**config.mk**
```make
export PLATFORM = sky130hd
export DESIGN_NAME = dpt_timers
export DESIGN_NICKNAME = d
export VERILOG_FILES = /design/src/include/dpt_pkg.sv /design/src/dpt_timers.sv /design/src/dpt_tsel.sv
export SDC_FILE = /design/constraint.sdc
export NUM_CORES = 1
export LEC_CHECK = 0
export BUFFER_PORTS_ARGS = -buffer_cell sky130_fd_sc_hd__buf_2
export CORE_UTILIZATION = 56
export DETAILED_ROUTE_END_ITERATION = 7
export HOLD_SLACK_MARGIN = 0.05
export PLACE_DENSITY_LB_ADDON = 0.3
export SYNTH_ARGS = -nofsm -noshare
export SYNTH_HDL_FRONTEND = slang
export SYNTH_HIERARCHICAL = 1
export SYNTH_SLANG_ARGS = --single-unit
```
**constraint.sdc**
```tcl
create_clock -name CLK -period 14.6 [get_ports CLK]
set_input_delay 0.73 -clock CLK [delete_from_list [all_inputs] [get_ports CLK]]
set_output_delay 0.73 -clock CLK [all_outputs]
set_load 0.01 [all_outputs]
```
**src/include/dpt_pkg.sv**
```systemverilog
/*
  Constants, field layout and state type for the delay and pulse timers.
  Assumes a 20 MHz system clock and an APB register bus with 32-bit data.
*/
package dpt_pkg;

  // ----------------------------------------------------------------------
  // Clock and time base
  // ----------------------------------------------------------------------
  localparam int CLK_HZ       = 20000000;
  localparam int TICK_TIME_MS = 10;
  localparam int TICK_CYC     = (CLK_HZ / 1000) * TICK_TIME_MS;
  localparam int TICKS_PER_S  = 100;
  localparam int S_PER_MIN    = 60;

  // ----------------------------------------------------------------------
  // Time values
  // ----------------------------------------------------------------------
  localparam int              VAL_W   = 17;
  localparam int              REF_W   = 18;
  localparam int              NREF    = 4;
  localparam logic [VAL_W-1:0] MAX_MS  = 17'h1869E;  // 99998
  localparam logic [VAL_W-1:0] MAX_SM  = 17'h0176F;  // 5999
  localparam logic [VAL_W-1:0] STEP_MS = 17'h0000A;  // 10 ms per tick
  localparam logic [VAL_W-1:0] STEP_1  = 17'h00001;

  // ----------------------------------------------------------------------
  // Register offsets
  // ----------------------------------------------------------------------
  localparam logic [7:0] OFS_CTRL  = 8'h00;
  localparam logic [7:0] OFS_TH    = 8'h04;
  localparam logic [7:0] OFS_TL    = 8'h08;
  localparam logic [7:0] OFS_TRT   = 8'h0C;
  localparam logic [7:0] OFS_TWP   = 8'h10;
  localparam logic [7:0] OFS_STAT  = 8'h14;
  localparam logic [7:0] OFS_EL_OO = 8'h18;
  localparam logic [7:0] OFS_EL_RT = 8'h1C;
  localparam logic [7:0] OFS_EL_WP = 8'h20;

  // ----------------------------------------------------------------------
  // Time configuration word layout and reset values
  // ----------------------------------------------------------------------
  localparam int CFG_W        = 23;
  localparam int CFG_LIVE_BIT = 17;
  localparam int CFG_BLK_LSB  = 18;
  localparam int CFG_TB_LSB   = 21;
  localparam int CTRL_W       = 3;
  localparam logic [CFG_W-1:0]  CFG_RST  = 23'h200001;  // 1 s constant
  localparam logic [CTRL_W-1:0] CTRL_RST = 3'h0;

  typedef enum logic [1:0] {
    TB_MS,
    TB_S,
    TB_M
  } dpt_tb_t;

  typedef struct packed {
    logic [2:0]              trg_s1;
    logic [2:0]              trg_s2;
    logic [2:0]              trg_d;
    logic                    rst_s1;
    logic                    rst_s2;
    logic                    pwr_s1;
    logic                    pwr_s2;
    logic                    pwr_d;
    logic [17:0]             pre_cnt;
    logic [6:0]              sec_cnt;
    logic [5:0]              min_cnt;
    logic [2:0]              tick;
    logic [CTRL_W-1:0]       ret;
    logic [3:0][CFG_W-1:0]   cfg;
    logic                    oo_q;
    logic                    oo_on_run;
    logic                    oo_off_run;
    logic [VAL_W-1:0]        oo_el;
    logic                    rt_q;
    logic                    rt_run;
    logic [VAL_W-1:0]        rt_el;
    logic                    wp_q;
    logic                    wp_run;
    logic [VAL_W-1:0]        wp_el;
    logic                    pready;
    logic                    pslverr;
    logic [31:0]             prdata;
  } dpt_state_t;

endpackage

```
**src/dpt_timers.sv**
```systemverilog
/*
  On/off-delay, retentive on-delay and pulse-output timers with an APB
  register slave. Assumes trigger, reset and restore inputs may come from
  outside the clock domain; APB and live values are on CLK.
*/
// The implementer's own choices: the APB register port and the register addresses.
// Summary of operation
// - Trigger rising edge starts on-delay timing against the high delay.
// - Trigger falling edge starts off-delay timing against the low delay.
// - Output sets when high delay expires with trigger held high.
// - Trigger low before high delay expires clears elapsed time, no set.
// - Output clears when low delay expires with trigger held low.
// - Trigger high before low delay expires clears elapsed, output stays set.
// - Retentive blocks keep output and elapsed time across power loss.
// - Each duration is a constant or a selected block's live value.
// - Retentive on-delay starts on rising edge, sets output at equality.
// - Running or expired retentive timer ignores further trigger activity.
// - Reset input clears retentive output and elapsed time; so does power restore when block is not retentive.
// - Pulse output sets on trigger, holds while trigger high and running.
// - Pulse output clears when the pulse duration expires.
// - Out-of-range live values are clamped to the time base limits.
`timescale 1ns/1ps
module dpt_timers #(
  parameter int P_TICK_CYCLES = dpt_pkg::TICK_CYC
) (
  input  wire logic                                     CLK,
  input  wire logic                                     RSTN,
  input  wire logic                                     PSEL,
  input  wire logic                                     PENABLE,
  input  wire logic                                     PWRITE,
  input  wire logic [7:0]                               PADDR,
  input  wire logic [31:0]                              PWDATA,
  output logic      [31:0]                              PRDATA,
  output logic                                          PREADY,
  output logic                                          PSLVERR,
  input  wire logic                                     ONOFF_TRG,
  input  wire logic                                     RETON_TRG,
  input  wire logic                                     RETON_RST,
  input  wire logic                                     PULSE_TRG,
  input  wire logic                                     PWR_RESTORE,
  input  wire logic [dpt_pkg::NREF-1:0][dpt_pkg::REF_W-1:0] REF_VALUE,
  output logic                                          ONOFF_Q,
  output logic                                          RETON_Q,
  output logic                                          PULSE_Q
);

  dpt_pkg::dpt_state_t s;
  dpt_pkg::dpt_state_t n;

  logic [7:0][dpt_pkg::REF_W-1:0] refs;
  logic [3:0][dpt_pkg::VAL_W-1:0] tval;
  logic [3:0][dpt_pkg::VAL_W-1:0] tstep;
  logic [3:0]                     ttick;

  // ----------------------------------------------------------------------
  // Duration sources: 0 high delay, 1 low delay, 2 retentive, 3 pulse
  // ----------------------------------------------------------------------
  // Own elapsed times are selectable as live values, blocks 4 to 6
  assign refs = {{dpt_pkg::REF_W{1'b0}}, {1'b0, s.wp_el}, {1'b0, s.rt_el},
                 {1'b0, s.oo_el}, REF_VALUE};

  for (genvar i = 0; i < 4; i++) begin : g_tsel
    dpt_tsel u_tsel (
      .cfg  (s.cfg[i]),
      .refs (refs),
      .ticks(s.tick),
      .val  (tval[i]),
      .tick (ttick[i]),
      .step (tstep[i])
    );
  end

  logic                         acc;
  logic                         hit;
  logic [31:0]                  rdv;
  logic                         restore;
  logic [2:0]                   rise;
  logic [2:0]                   fall;
  logic [3:0][dpt_pkg::VAL_W:0] sum;

  // ----------------------------------------------------------------------
  // Next state
  // ----------------------------------------------------------------------
  always_comb begin
    n = s;
    // Inputs from other logic blocks may be asynchronous: two stages
    n.trg_s1 = {PULSE_TRG, RETON_TRG, ONOFF_TRG};
    n.trg_s2 = s.trg_s1;
    n.trg_d  = s.trg_s2;
    n.rst_s1 = RETON_RST;
    n.rst_s2 = s.rst_s1;
    n.pwr_s1 = PWR_RESTORE;
    n.pwr_s2 = s.pwr_s1;
    n.pwr_d  = s.pwr_s2;
    rise     = s.trg_s2 & ~s.trg_d;
    fall     = ~s.trg_s2 & s.trg_d;
    restore  = s.pwr_s2 & ~s.pwr_d;
    sum[0]   = {1'b0, s.oo_el} + {1'b0, tstep[0]};
    sum[1]   = {1'b0, s.oo_el} + {1'b0, tstep[1]};
    sum[2]   = {1'b0, s.rt_el} + {1'b0, tstep[2]};
    sum[3]   = {1'b0, s.wp_el} + {1'b0, tstep[3]};

    // Shared time base: 10 ms, 1 s and 1 min ticks
    n.tick = 3'h0;
    if (32'(s.pre_cnt) >= P_TICK_CYCLES - 1) begin
      n.pre_cnt = '0;
      n.tick[0] = 1'b1;
      if (32'(s.sec_cnt) >= dpt_pkg::TICKS_PER_S - 1) begin
        n.sec_cnt = '0;
        n.tick[1] = 1'b1;
        if (32'(s.min_cnt) >= dpt_pkg::S_PER_MIN - 1) begin
          n.min_cnt = '0;
          n.tick[2] = 1'b1;
        end else begin
          n.min_cnt = s.min_cnt + 6'h01;
        end
      end else begin
        n.sec_cnt = s.sec_cnt + 7'h01;
      end
    end else begin
      n.pre_cnt = s.pre_cnt + 18'h00001;
    end

    // On/off-delay
    if (rise[0]) begin
      n.oo_on_run  = 1'b1;
      n.oo_off_run = 1'b0;
      n.oo_el      = '0;
    end else if (fall[0]) begin
      n.oo_on_run  = 1'b0;
      n.oo_off_run = s.oo_q;
      n.oo_el      = '0;
    end else if (s.oo_on_run && ttick[0]) begin
      if (sum[0] >= {1'b0, tval[0]}) begin
        n.oo_q      = 1'b1;
        n.oo_on_run = 1'b0;
        n.oo_el     = tval[0];
      end else begin
        n.oo_el = sum[0][dpt_pkg::VAL_W-1:0];
      end
    end else if (s.oo_off_run && ttick[1]) begin
      if (sum[1] >= {1'b0, tval[1]}) begin
        n.oo_q       = 1'b0;
        n.oo_off_run = 1'b0;
        n.oo_el      = tval[1];
      end else begin
        n.oo_el = sum[1][dpt_pkg::VAL_W-1:0];
      end
    end

    // Retentive on-delay; reset input has priority over everything
    if (s.rst_s2) begin
      n.rt_q   = 1'b0;
      n.rt_run = 1'b0;
      n.rt_el  = '0;
    end else if (rise[1] && !s.rt_run && !s.rt_q) begin
      n.rt_run = 1'b1;
      n.rt_el  = '0;
    end else if (s.rt_run && ttick[2]) begin
      if (sum[2] >= {1'b0, tval[2]}) begin
        n.rt_q   = 1'b1;
        n.rt_run = 1'b0;
        n.rt_el  = tval[2];
      end else begin
        n.rt_el = sum[2][dpt_pkg::VAL_W-1:0];
      end
    end

    // Pulse output: a trigger drop ends the pulse early
    if (rise[2]) begin
      n.wp_q   = 1'b1;
      n.wp_run = 1'b1;
      n.wp_el  = '0;
    end else if (fall[2]) begin
      n.wp_q   = 1'b0;
      n.wp_run = 1'b0;
    end else if (s.wp_run && ttick[3]) begin
      if (sum[3] >= {1'b0, tval[3]}) begin
        n.wp_q   = 1'b0;
        n.wp_run = 1'b0;
        n.wp_el  = tval[3];
      end else begin
        n.wp_el = sum[3][dpt_pkg::VAL_W-1:0];
      end
    end

    // Power restore: only non-retentive blocks fall back to defaults
    if (restore && !s.ret[0]) begin
      n.oo_q       = 1'b0;
      n.oo_on_run  = 1'b0;
      n.oo_off_run = 1'b0;
      n.oo_el      = '0;
    end
    if (restore && !s.ret[1]) begin
      n.rt_q   = 1'b0;
      n.rt_run = 1'b0;
      n.rt_el  = '0;
    end
    if (restore && !s.ret[2]) begin
      n.wp_q   = 1'b0;
      n.wp_run = 1'b0;
      n.wp_el  = '0;
    end

    // APB: one wait state, answer registered
    acc = PSEL && PENABLE;
    hit = 1'b1;
    rdv = 32'h0;
    unique case (PADDR)
      dpt_pkg::OFS_CTRL:  rdv = 32'(s.ret);
      dpt_pkg::OFS_TH:    rdv = 32'(s.cfg[0]);
      dpt_pkg::OFS_TL:    rdv = 32'(s.cfg[1]);
      dpt_pkg::OFS_TRT:   rdv = 32'(s.cfg[2]);
      dpt_pkg::OFS_TWP:   rdv = 32'(s.cfg[3]);
      dpt_pkg::OFS_STAT:  rdv = {26'h0, s.wp_run, s.rt_run, s.oo_off_run | s.oo_on_run,
                                 s.wp_q, s.rt_q, s.oo_q};
      dpt_pkg::OFS_EL_OO: rdv = 32'(s.oo_el);
      dpt_pkg::OFS_EL_RT: rdv = 32'(s.rt_el);
      dpt_pkg::OFS_EL_WP: rdv = 32'(s.wp_el);
      default:            hit = 1'b0;
    endcase
    n.pready  = acc && !s.pready;
    n.pslverr = acc && !s.pready && !hit;
    n.prdata  = (acc && !s.pready && !PWRITE) ? rdv : 32'h0;
    if (acc && s.pready && PWRITE) begin
      unique case (PADDR)
        dpt_pkg::OFS_CTRL: n.ret    = PWDATA[dpt_pkg::CTRL_W-1:0];
        dpt_pkg::OFS_TH:   n.cfg[0] = PWDATA[dpt_pkg::CFG_W-1:0];
        dpt_pkg::OFS_TL:   n.cfg[1] = PWDATA[dpt_pkg::CFG_W-1:0];
        dpt_pkg::OFS_TRT:  n.cfg[2] = PWDATA[dpt_pkg::CFG_W-1:0];
        dpt_pkg::OFS_TWP:  n.cfg[3] = PWDATA[dpt_pkg::CFG_W-1:0];
        default:           n.ret    = s.ret;
      endcase
    end
  end

  always_ff @(posedge CLK or negedge RSTN) begin
    if (!RSTN) begin
      s        <= '0;
      s.ret    <= dpt_pkg::CTRL_RST;
      s.cfg    <= {4{dpt_pkg::CFG_RST}};
    end else begin
      s <= n;
    end
  end

  assign PRDATA  = s.prdata;
  assign PREADY  = s.pready;
  assign PSLVERR = s.pslverr;
  assign ONOFF_Q = s.oo_q;
  assign RETON_Q = s.rt_q;
  assign PULSE_Q = s.wp_q;
endmodule

```
**src/dpt_tsel.sv**
```systemverilog
/*
  Time value source for one timer: constant or live block value, clamped
  to the range of its time base, plus the tick and step of that base.
  Assumes ticks are one-cycle pulses from the shared time base.
*/
`timescale 1ns/1ps
module dpt_tsel (
  input  wire logic [dpt_pkg::CFG_W-1:0]        cfg,
  input  wire logic [7:0][dpt_pkg::REF_W-1:0]   refs,
  input  wire logic [2:0]                       ticks,
  output logic      [dpt_pkg::VAL_W-1:0]        val,
  output logic                                  tick,
  output logic      [dpt_pkg::VAL_W-1:0]        step
);

  logic [dpt_pkg::REF_W-1:0] raw;
  logic [dpt_pkg::VAL_W-1:0] lim;
  logic [1:0]                tb;

  always_comb begin
    tb  = cfg[dpt_pkg::CFG_TB_LSB +: 2];
    // Live value picked by block number, else the stored constant
    raw = cfg[dpt_pkg::CFG_LIVE_BIT] ? refs[cfg[dpt_pkg::CFG_BLK_LSB +: 3]]
                                     : {1'b0, cfg[dpt_pkg::VAL_W-1:0]};
    lim = (tb == dpt_pkg::TB_MS) ? dpt_pkg::MAX_MS : dpt_pkg::MAX_SM;
    // Negative live values go to zero, large ones to the limit
    if (raw[dpt_pkg::REF_W-1]) begin
      val = '0;
    end else if (raw[dpt_pkg::VAL_W-1:0] > lim) begin
      val = lim;
    end else begin
      val = raw[dpt_pkg::VAL_W-1:0];
    end
    unique case (tb)
      dpt_pkg::TB_MS: begin
        tick = ticks[0];
        step = dpt_pkg::STEP_MS;
      end
      dpt_pkg::TB_S: begin
        tick = ticks[1];
        step = dpt_pkg::STEP_1;
      end
      dpt_pkg::TB_M: begin
        tick = ticks[2];
        step = dpt_pkg::STEP_1;
      end
      default: begin
        // Unused code ticks and steps as milliseconds but clamps to the s/min limit
        tick = ticks[0];
        step = dpt_pkg::STEP_MS;
      end
    endcase
  end

endmodule

```
* Yosys cells after proc, flatten, opt, wreduce, memory -nomap -nowiden
Index checks and enable logic that the tools add are counted.
Storage, ports and cells: register bits after elaboration 235, input port bits 122, output and inout bits 37, word-level logic and storage cells 211
Operators by class: add/subtract/negate cells 7, $lt $le $gt $ge 15, equal/unequal tests 22, multiplexer cells 70, bitwise logic cells 7, reduce and logical (&&, ||, !) cells 60
Operator list (number):
- $mux 17 | 18
- $bmux 18 s3 | 4
- $pmux 23 s9 | 1
- $mux 18 | 11
- $mux 19 | 8
- $add 17x17->18 | 4
- $ge 18x17->1 | 4
- $gt 17x17->1 | 4
- $eq 8x5->1 const B | 4
- $mux 32 | 1
- $reduce_bool 4->1 | 8
- $mux 20 | 1
- $reduce_and 2->1 | 10
- $add 18x1->18 const B | 1
- $ge 18x18->1 const B | 1
- $eq 8x4->1 const B | 2
- $lt 3x4->1 const B | 4
- $mux 4 | 4
- $logic_and 1x1->1 | 15
- $reduce_bool 3->1 | 5
- $mux 1 | 10
- $mux 2 | 5
- $reduce_or 9->1 | 1
- $eq 2x1->1 const B | 4
- other kinds (27) | 51

* Longest topological paths before layout
word-level depth 13, mapped depth 29, depth with buffers taken out 23

* Modules after synthesis
The synthesis kept the hierarchy.
Modules (own cells, without submodules):
- dpt_timers | instances 1, cells each 1540, area an instance 14929.3 um2, seq. area each 5640.4 um2
- dpt_tsel (g_tsel[1].u_tsel) | instances 1, cells each 219, area an instance 2040.7 um2, seq. area each 0.0 um2
- dpt_tsel (g_tsel[3].u_tsel) | instances 1, cells each 218, area an instance 2010.7 um2, seq. area each 0.0 um2
- dpt_tsel (g_tsel[0].u_tsel) | instances 1, cells each 212, area an instance 1970.6 um2, seq. area each 0.0 um2
- dpt_tsel (g_tsel[2].u_tsel) | instances 1, cells each 217, area an instance 1928.1 um2, seq. area each 0.0 um2

* Worst setup path after synthesis
No wires, ideal clock.
kind reg-to-reg, from register, netlist name s[179], to register s, in the netlist refs[114], setup time 0.133 ns, arrival 5.807 ns, data required time 14.467 ns, path slack 8.660 ns, cell stages (with the launch flop) 27, path buffers 4, clock period less this slack 5.940 ns, path through dfrtp_1 buf_6 buf_4 buf_2 mux4_2 mux2i_1 a21o_1 inv_1 ha_1 and3_1 and3_1 nand2b_1 or4_1 a211o_1 a21oi_4 o2bb2ai_1 inv_1 ha_1 a21o_1 a2111oi_0 o21ai_0 a31o_2 a311oi_1 o22ai_1 buf_2 mux2i_1 o21ai_0
RTL lines:
- end signal, assigned | line dpt_timers.sv:243 | s <= n;
- end, declared | line dpt_timers.sv:47 | dpt_pkg::dpt_state_t s;

==> flow_metrics.env <==
export IMPL_outcome="complete, no violations"
export IMPL_timing_final_crit_share_pct=47.18
export IMPL_synth_edf_count=0
export IMPL_maxSlewHeadroom_pct=17.68
export IMPL_syn_cell_area_um2=22880
export IMPL_critPathMaxStageDelay_ns=0.81
export IMPL_ys_warnings_count=6
export IMPL_die_h_um=204.1
export IMPL_track_usage_pct=37.43
export IMPL_clkLatencyLatePin_ns=0.60
export IMPL_cts_made_buffers=28
export IMPL_syn_to_final_growth_pct=8.291
export IMPL_core_area_um2=40010
export IMPL_drt_wl_total_um=77600
export IMPL_place_congestion=1.012
export IMPL_grt_busiest_layer="met2"
export IMPL_clk_pin_slew_ns=0.07
export IMPL_ys_seq_area_share_pct=24.65
export IMPL_synthTopCellsByArea="dfrtp_1, ha_1, mux2i_1, mux4_2, mux2_2"
export IMPL_final_setup_tns_ns=0
export IMPL_fin_cells=3104
export IMPL_critPathLaunchType="register"
export IMPL_ys_ff_latch=225
export IMPL_nNetsFinal=2874
export IMPL_cp_top_family="compound AO/OA/AOI/OAI gates"
export IMPL_wl_per_cell_um=25.00
export IMPL_cts_max_path_buffers=3
export IMPL_grt_pass1_wl_um=117800
export IMPL_placement_io_buffers=140
export IMPL_cts_tree="done"
export IMPL_synth_most_common_cell="dfrtp_1"
export IMPL_synth_top_area_cell="dfrtp_1"
export IMPL_synth_top_area_share_pct=23.73
export IMPL_cts_hold_buf=0
export IMPL_yosys_top_cells_count="dfrtp_1, mux2i_1, ha_1"
export IMPL_post_cts_buffers=0
export IMPL_ys_flop_type="dfrtp_1"
export IMPL_synthCells=2406
export IMPL_use_met3_pct=9.104
export IMPL_drive_gt1_share_pct=19.19
export IMPL_drc=0
export IMPL_cap_violations=0
export IMPL_cp_slowest_cell="dfrtp_2"
export IMPL_power_leakage_nw=10.74
export IMPL_final_antenna_net_count=0
export IMPL_worst_path_buf_inv=3
export IMPL_r2r_slack_ns=7.71
export IMPL_num_vias=20330
export IMPL_first_iter_violations=2291
export IMPL_initial_core_util_pct=57.19
export IMPL_seqCellArea_um2=5649
export IMPL_cp_max_fo=32
export IMPL_post_drt_via_cell_ratio=6.550
export IMPL_multi_input_area_um2=15880
export IMPL_hpwl_um=59250
export IMPL_grt_max_degree=89
export IMPL_powerDensity_nw_per_um2=93.74
export IMPL_cp_required_ns=15.05
export IMPL_peakVddDrop_uv=85.93
export IMPL_die_w_um=204.1
export IMPL_worstSetupEndpointType="register"
export IMPL_fillers=3440
export IMPL_h_tree_depth=1
export IMPL_num_antenna_cells=0
export IMPL_antenna_found_initial=1
export IMPL_grt_pass1_vias=19832
export IMPL_clock_sinks=225
export IMPL_grt_util_met2_pct=57.77
export IMPL_drv_slew=0
export IMPL_num_rows=73
export IMPL_hp_class="input port to async pin"
export IMPL_max_freq_mhz=145.2
export IMPL_cts_resized_gates=0
export IMPL_pin_count=159
export IMPL_syn_area_per_cell_um2=9.509
export IMPL_path_class="register to register"
export IMPL_placed_cells=3052
export IMPL_fin_worst_skew_ns=0.03412
export IMPL_crit_path_cell_trace="mux4_2 > mux2i_1 > a21o_1 > inv_1 > ha_1 > and3_1 > nand4b_1 > or4_1 > a211o_1 > a21oi_2 > nor2_1 > inv_1 > ha_1 > nand4_1 > nor2_1 > a2111oi_0 > nand4_1 > a41oi_1 > o211a_1 > buf_4 > mux2_2 > a221o_1"
export IMPL_grtUsageMet1_pct=47.81
export IMPL_async_flop_share_pct=100.0
export IMPL_tightestPinTransition_ns=1.223
export IMPL_setup_violations=0
export IMPL_rsz0062_at_grt="false"
export IMPL_fin_crit_ns=6.888
export IMPL_grt_overflow=0
export IMPL_die_area_um2=41670
export IMPL_drt_pass1_iterations=6
export IMPL_worstPathArrival_ns=7.34
export IMPL_ys_types=100
export IMPL_hold_viol_final=0
export IMPL_root_buffer="clkbuf_16"
-- kinds of logic after synthesis --
| group | synth area share (%) |
|---|---|
| compound gates | 19.33 |
| simple gates | 11.14 |
| mux | 22.86 |
| buf+inv | 8.454 |
| flops | 24.65 |
| fa+ha+maj | 10.80 |
| xor+xnor | 2.680 |
| other cells | 0.08204 |
-- flip-flops by register name (all words and copies together), names as in the netlist --
signal,cells
ONOFF_Q,1
PRDATA,23
PREADY,1
PSLVERR,1
PULSE_Q,1
RETON_Q,1
n,9
refs,51
s,137
-- placed cells by master (no fill, tap or decap), types with 102 or more instances in the layout --
cell type,netlist,layout
dfrtp_1,217,210
mux2i_1,202,202
ha_1,191,191
nor2_1,190,184
inv_1,158,158
conb_1,5,149
buf_2,28,139
nand2_1,116,116
a21oi_1,111,111
mux2_2,102,102
-- area by class of cell --
class	instances	area share (%)
clock buffers	33	3.065
clock inverters	19	0.8888
inverters	162	2.454
multi-input cells	1961	64.09
flip-flops and latches	225	22.80
well taps	525	2.651
repair buffers	179	4.050
-- per-stage QoR --
step                      setup WS, ns  instance area [µm²]  power (mW)  utilization (%)  hold slack (ns)
after floorplan                  8.660                23420       1.332                -           0.3312
after global placement           7.950                23800       1.547            59.48           0.3341
after detailed placement         7.894                23800       1.564            59.48           0.3387
after CTS                        7.821                24780       2.306            61.93           0.1559
after global routing             7.370                24780       2.447            61.93           0.1858
final                            7.712                24780       2.323            61.93           0.1393
-- path summary, 6_finish.rpt --
kind | cells after the start | from | end
worst min register to register | 0 | n[229]$_DFF_PN0_ | n[226]$_DFF_PN0_
worst max register to register | 22 | s[110]$_DFFE_PN0P_ | refs[85]$_DFFE_PN0P_
worst min-delay path | 1 | RSTN | n[230]$_DFF_PN0_
min in group CLK | 1 | RETON_TRG | n[230]$_DFF_PN0_
worst max-delay path | 22 | s[110]$_DFFE_PN0P_ | refs[85]$_DFFE_PN0P_
max in group asynchronous | 3 | RSTN | refs[86]$_DFFE_PN0P_
-- metal layers --
layer | vias up | routed length, µm
met1 | 9831 | 30040
met3 | 276 | 8100
met2 | 1120 | 34260
met4 | 0 | 5198
met5 | - | 0
li1 | 9103 | -
-- power breakdown --
group / internal (mW) / switching (mW)
Sequential: 0.644 / 0.0569
Clock: 0.417 / 0.322
Combinational: 0.381 / 0.502
Total: 1.44 / 0.881
Power figures use the tool's default switching activity.
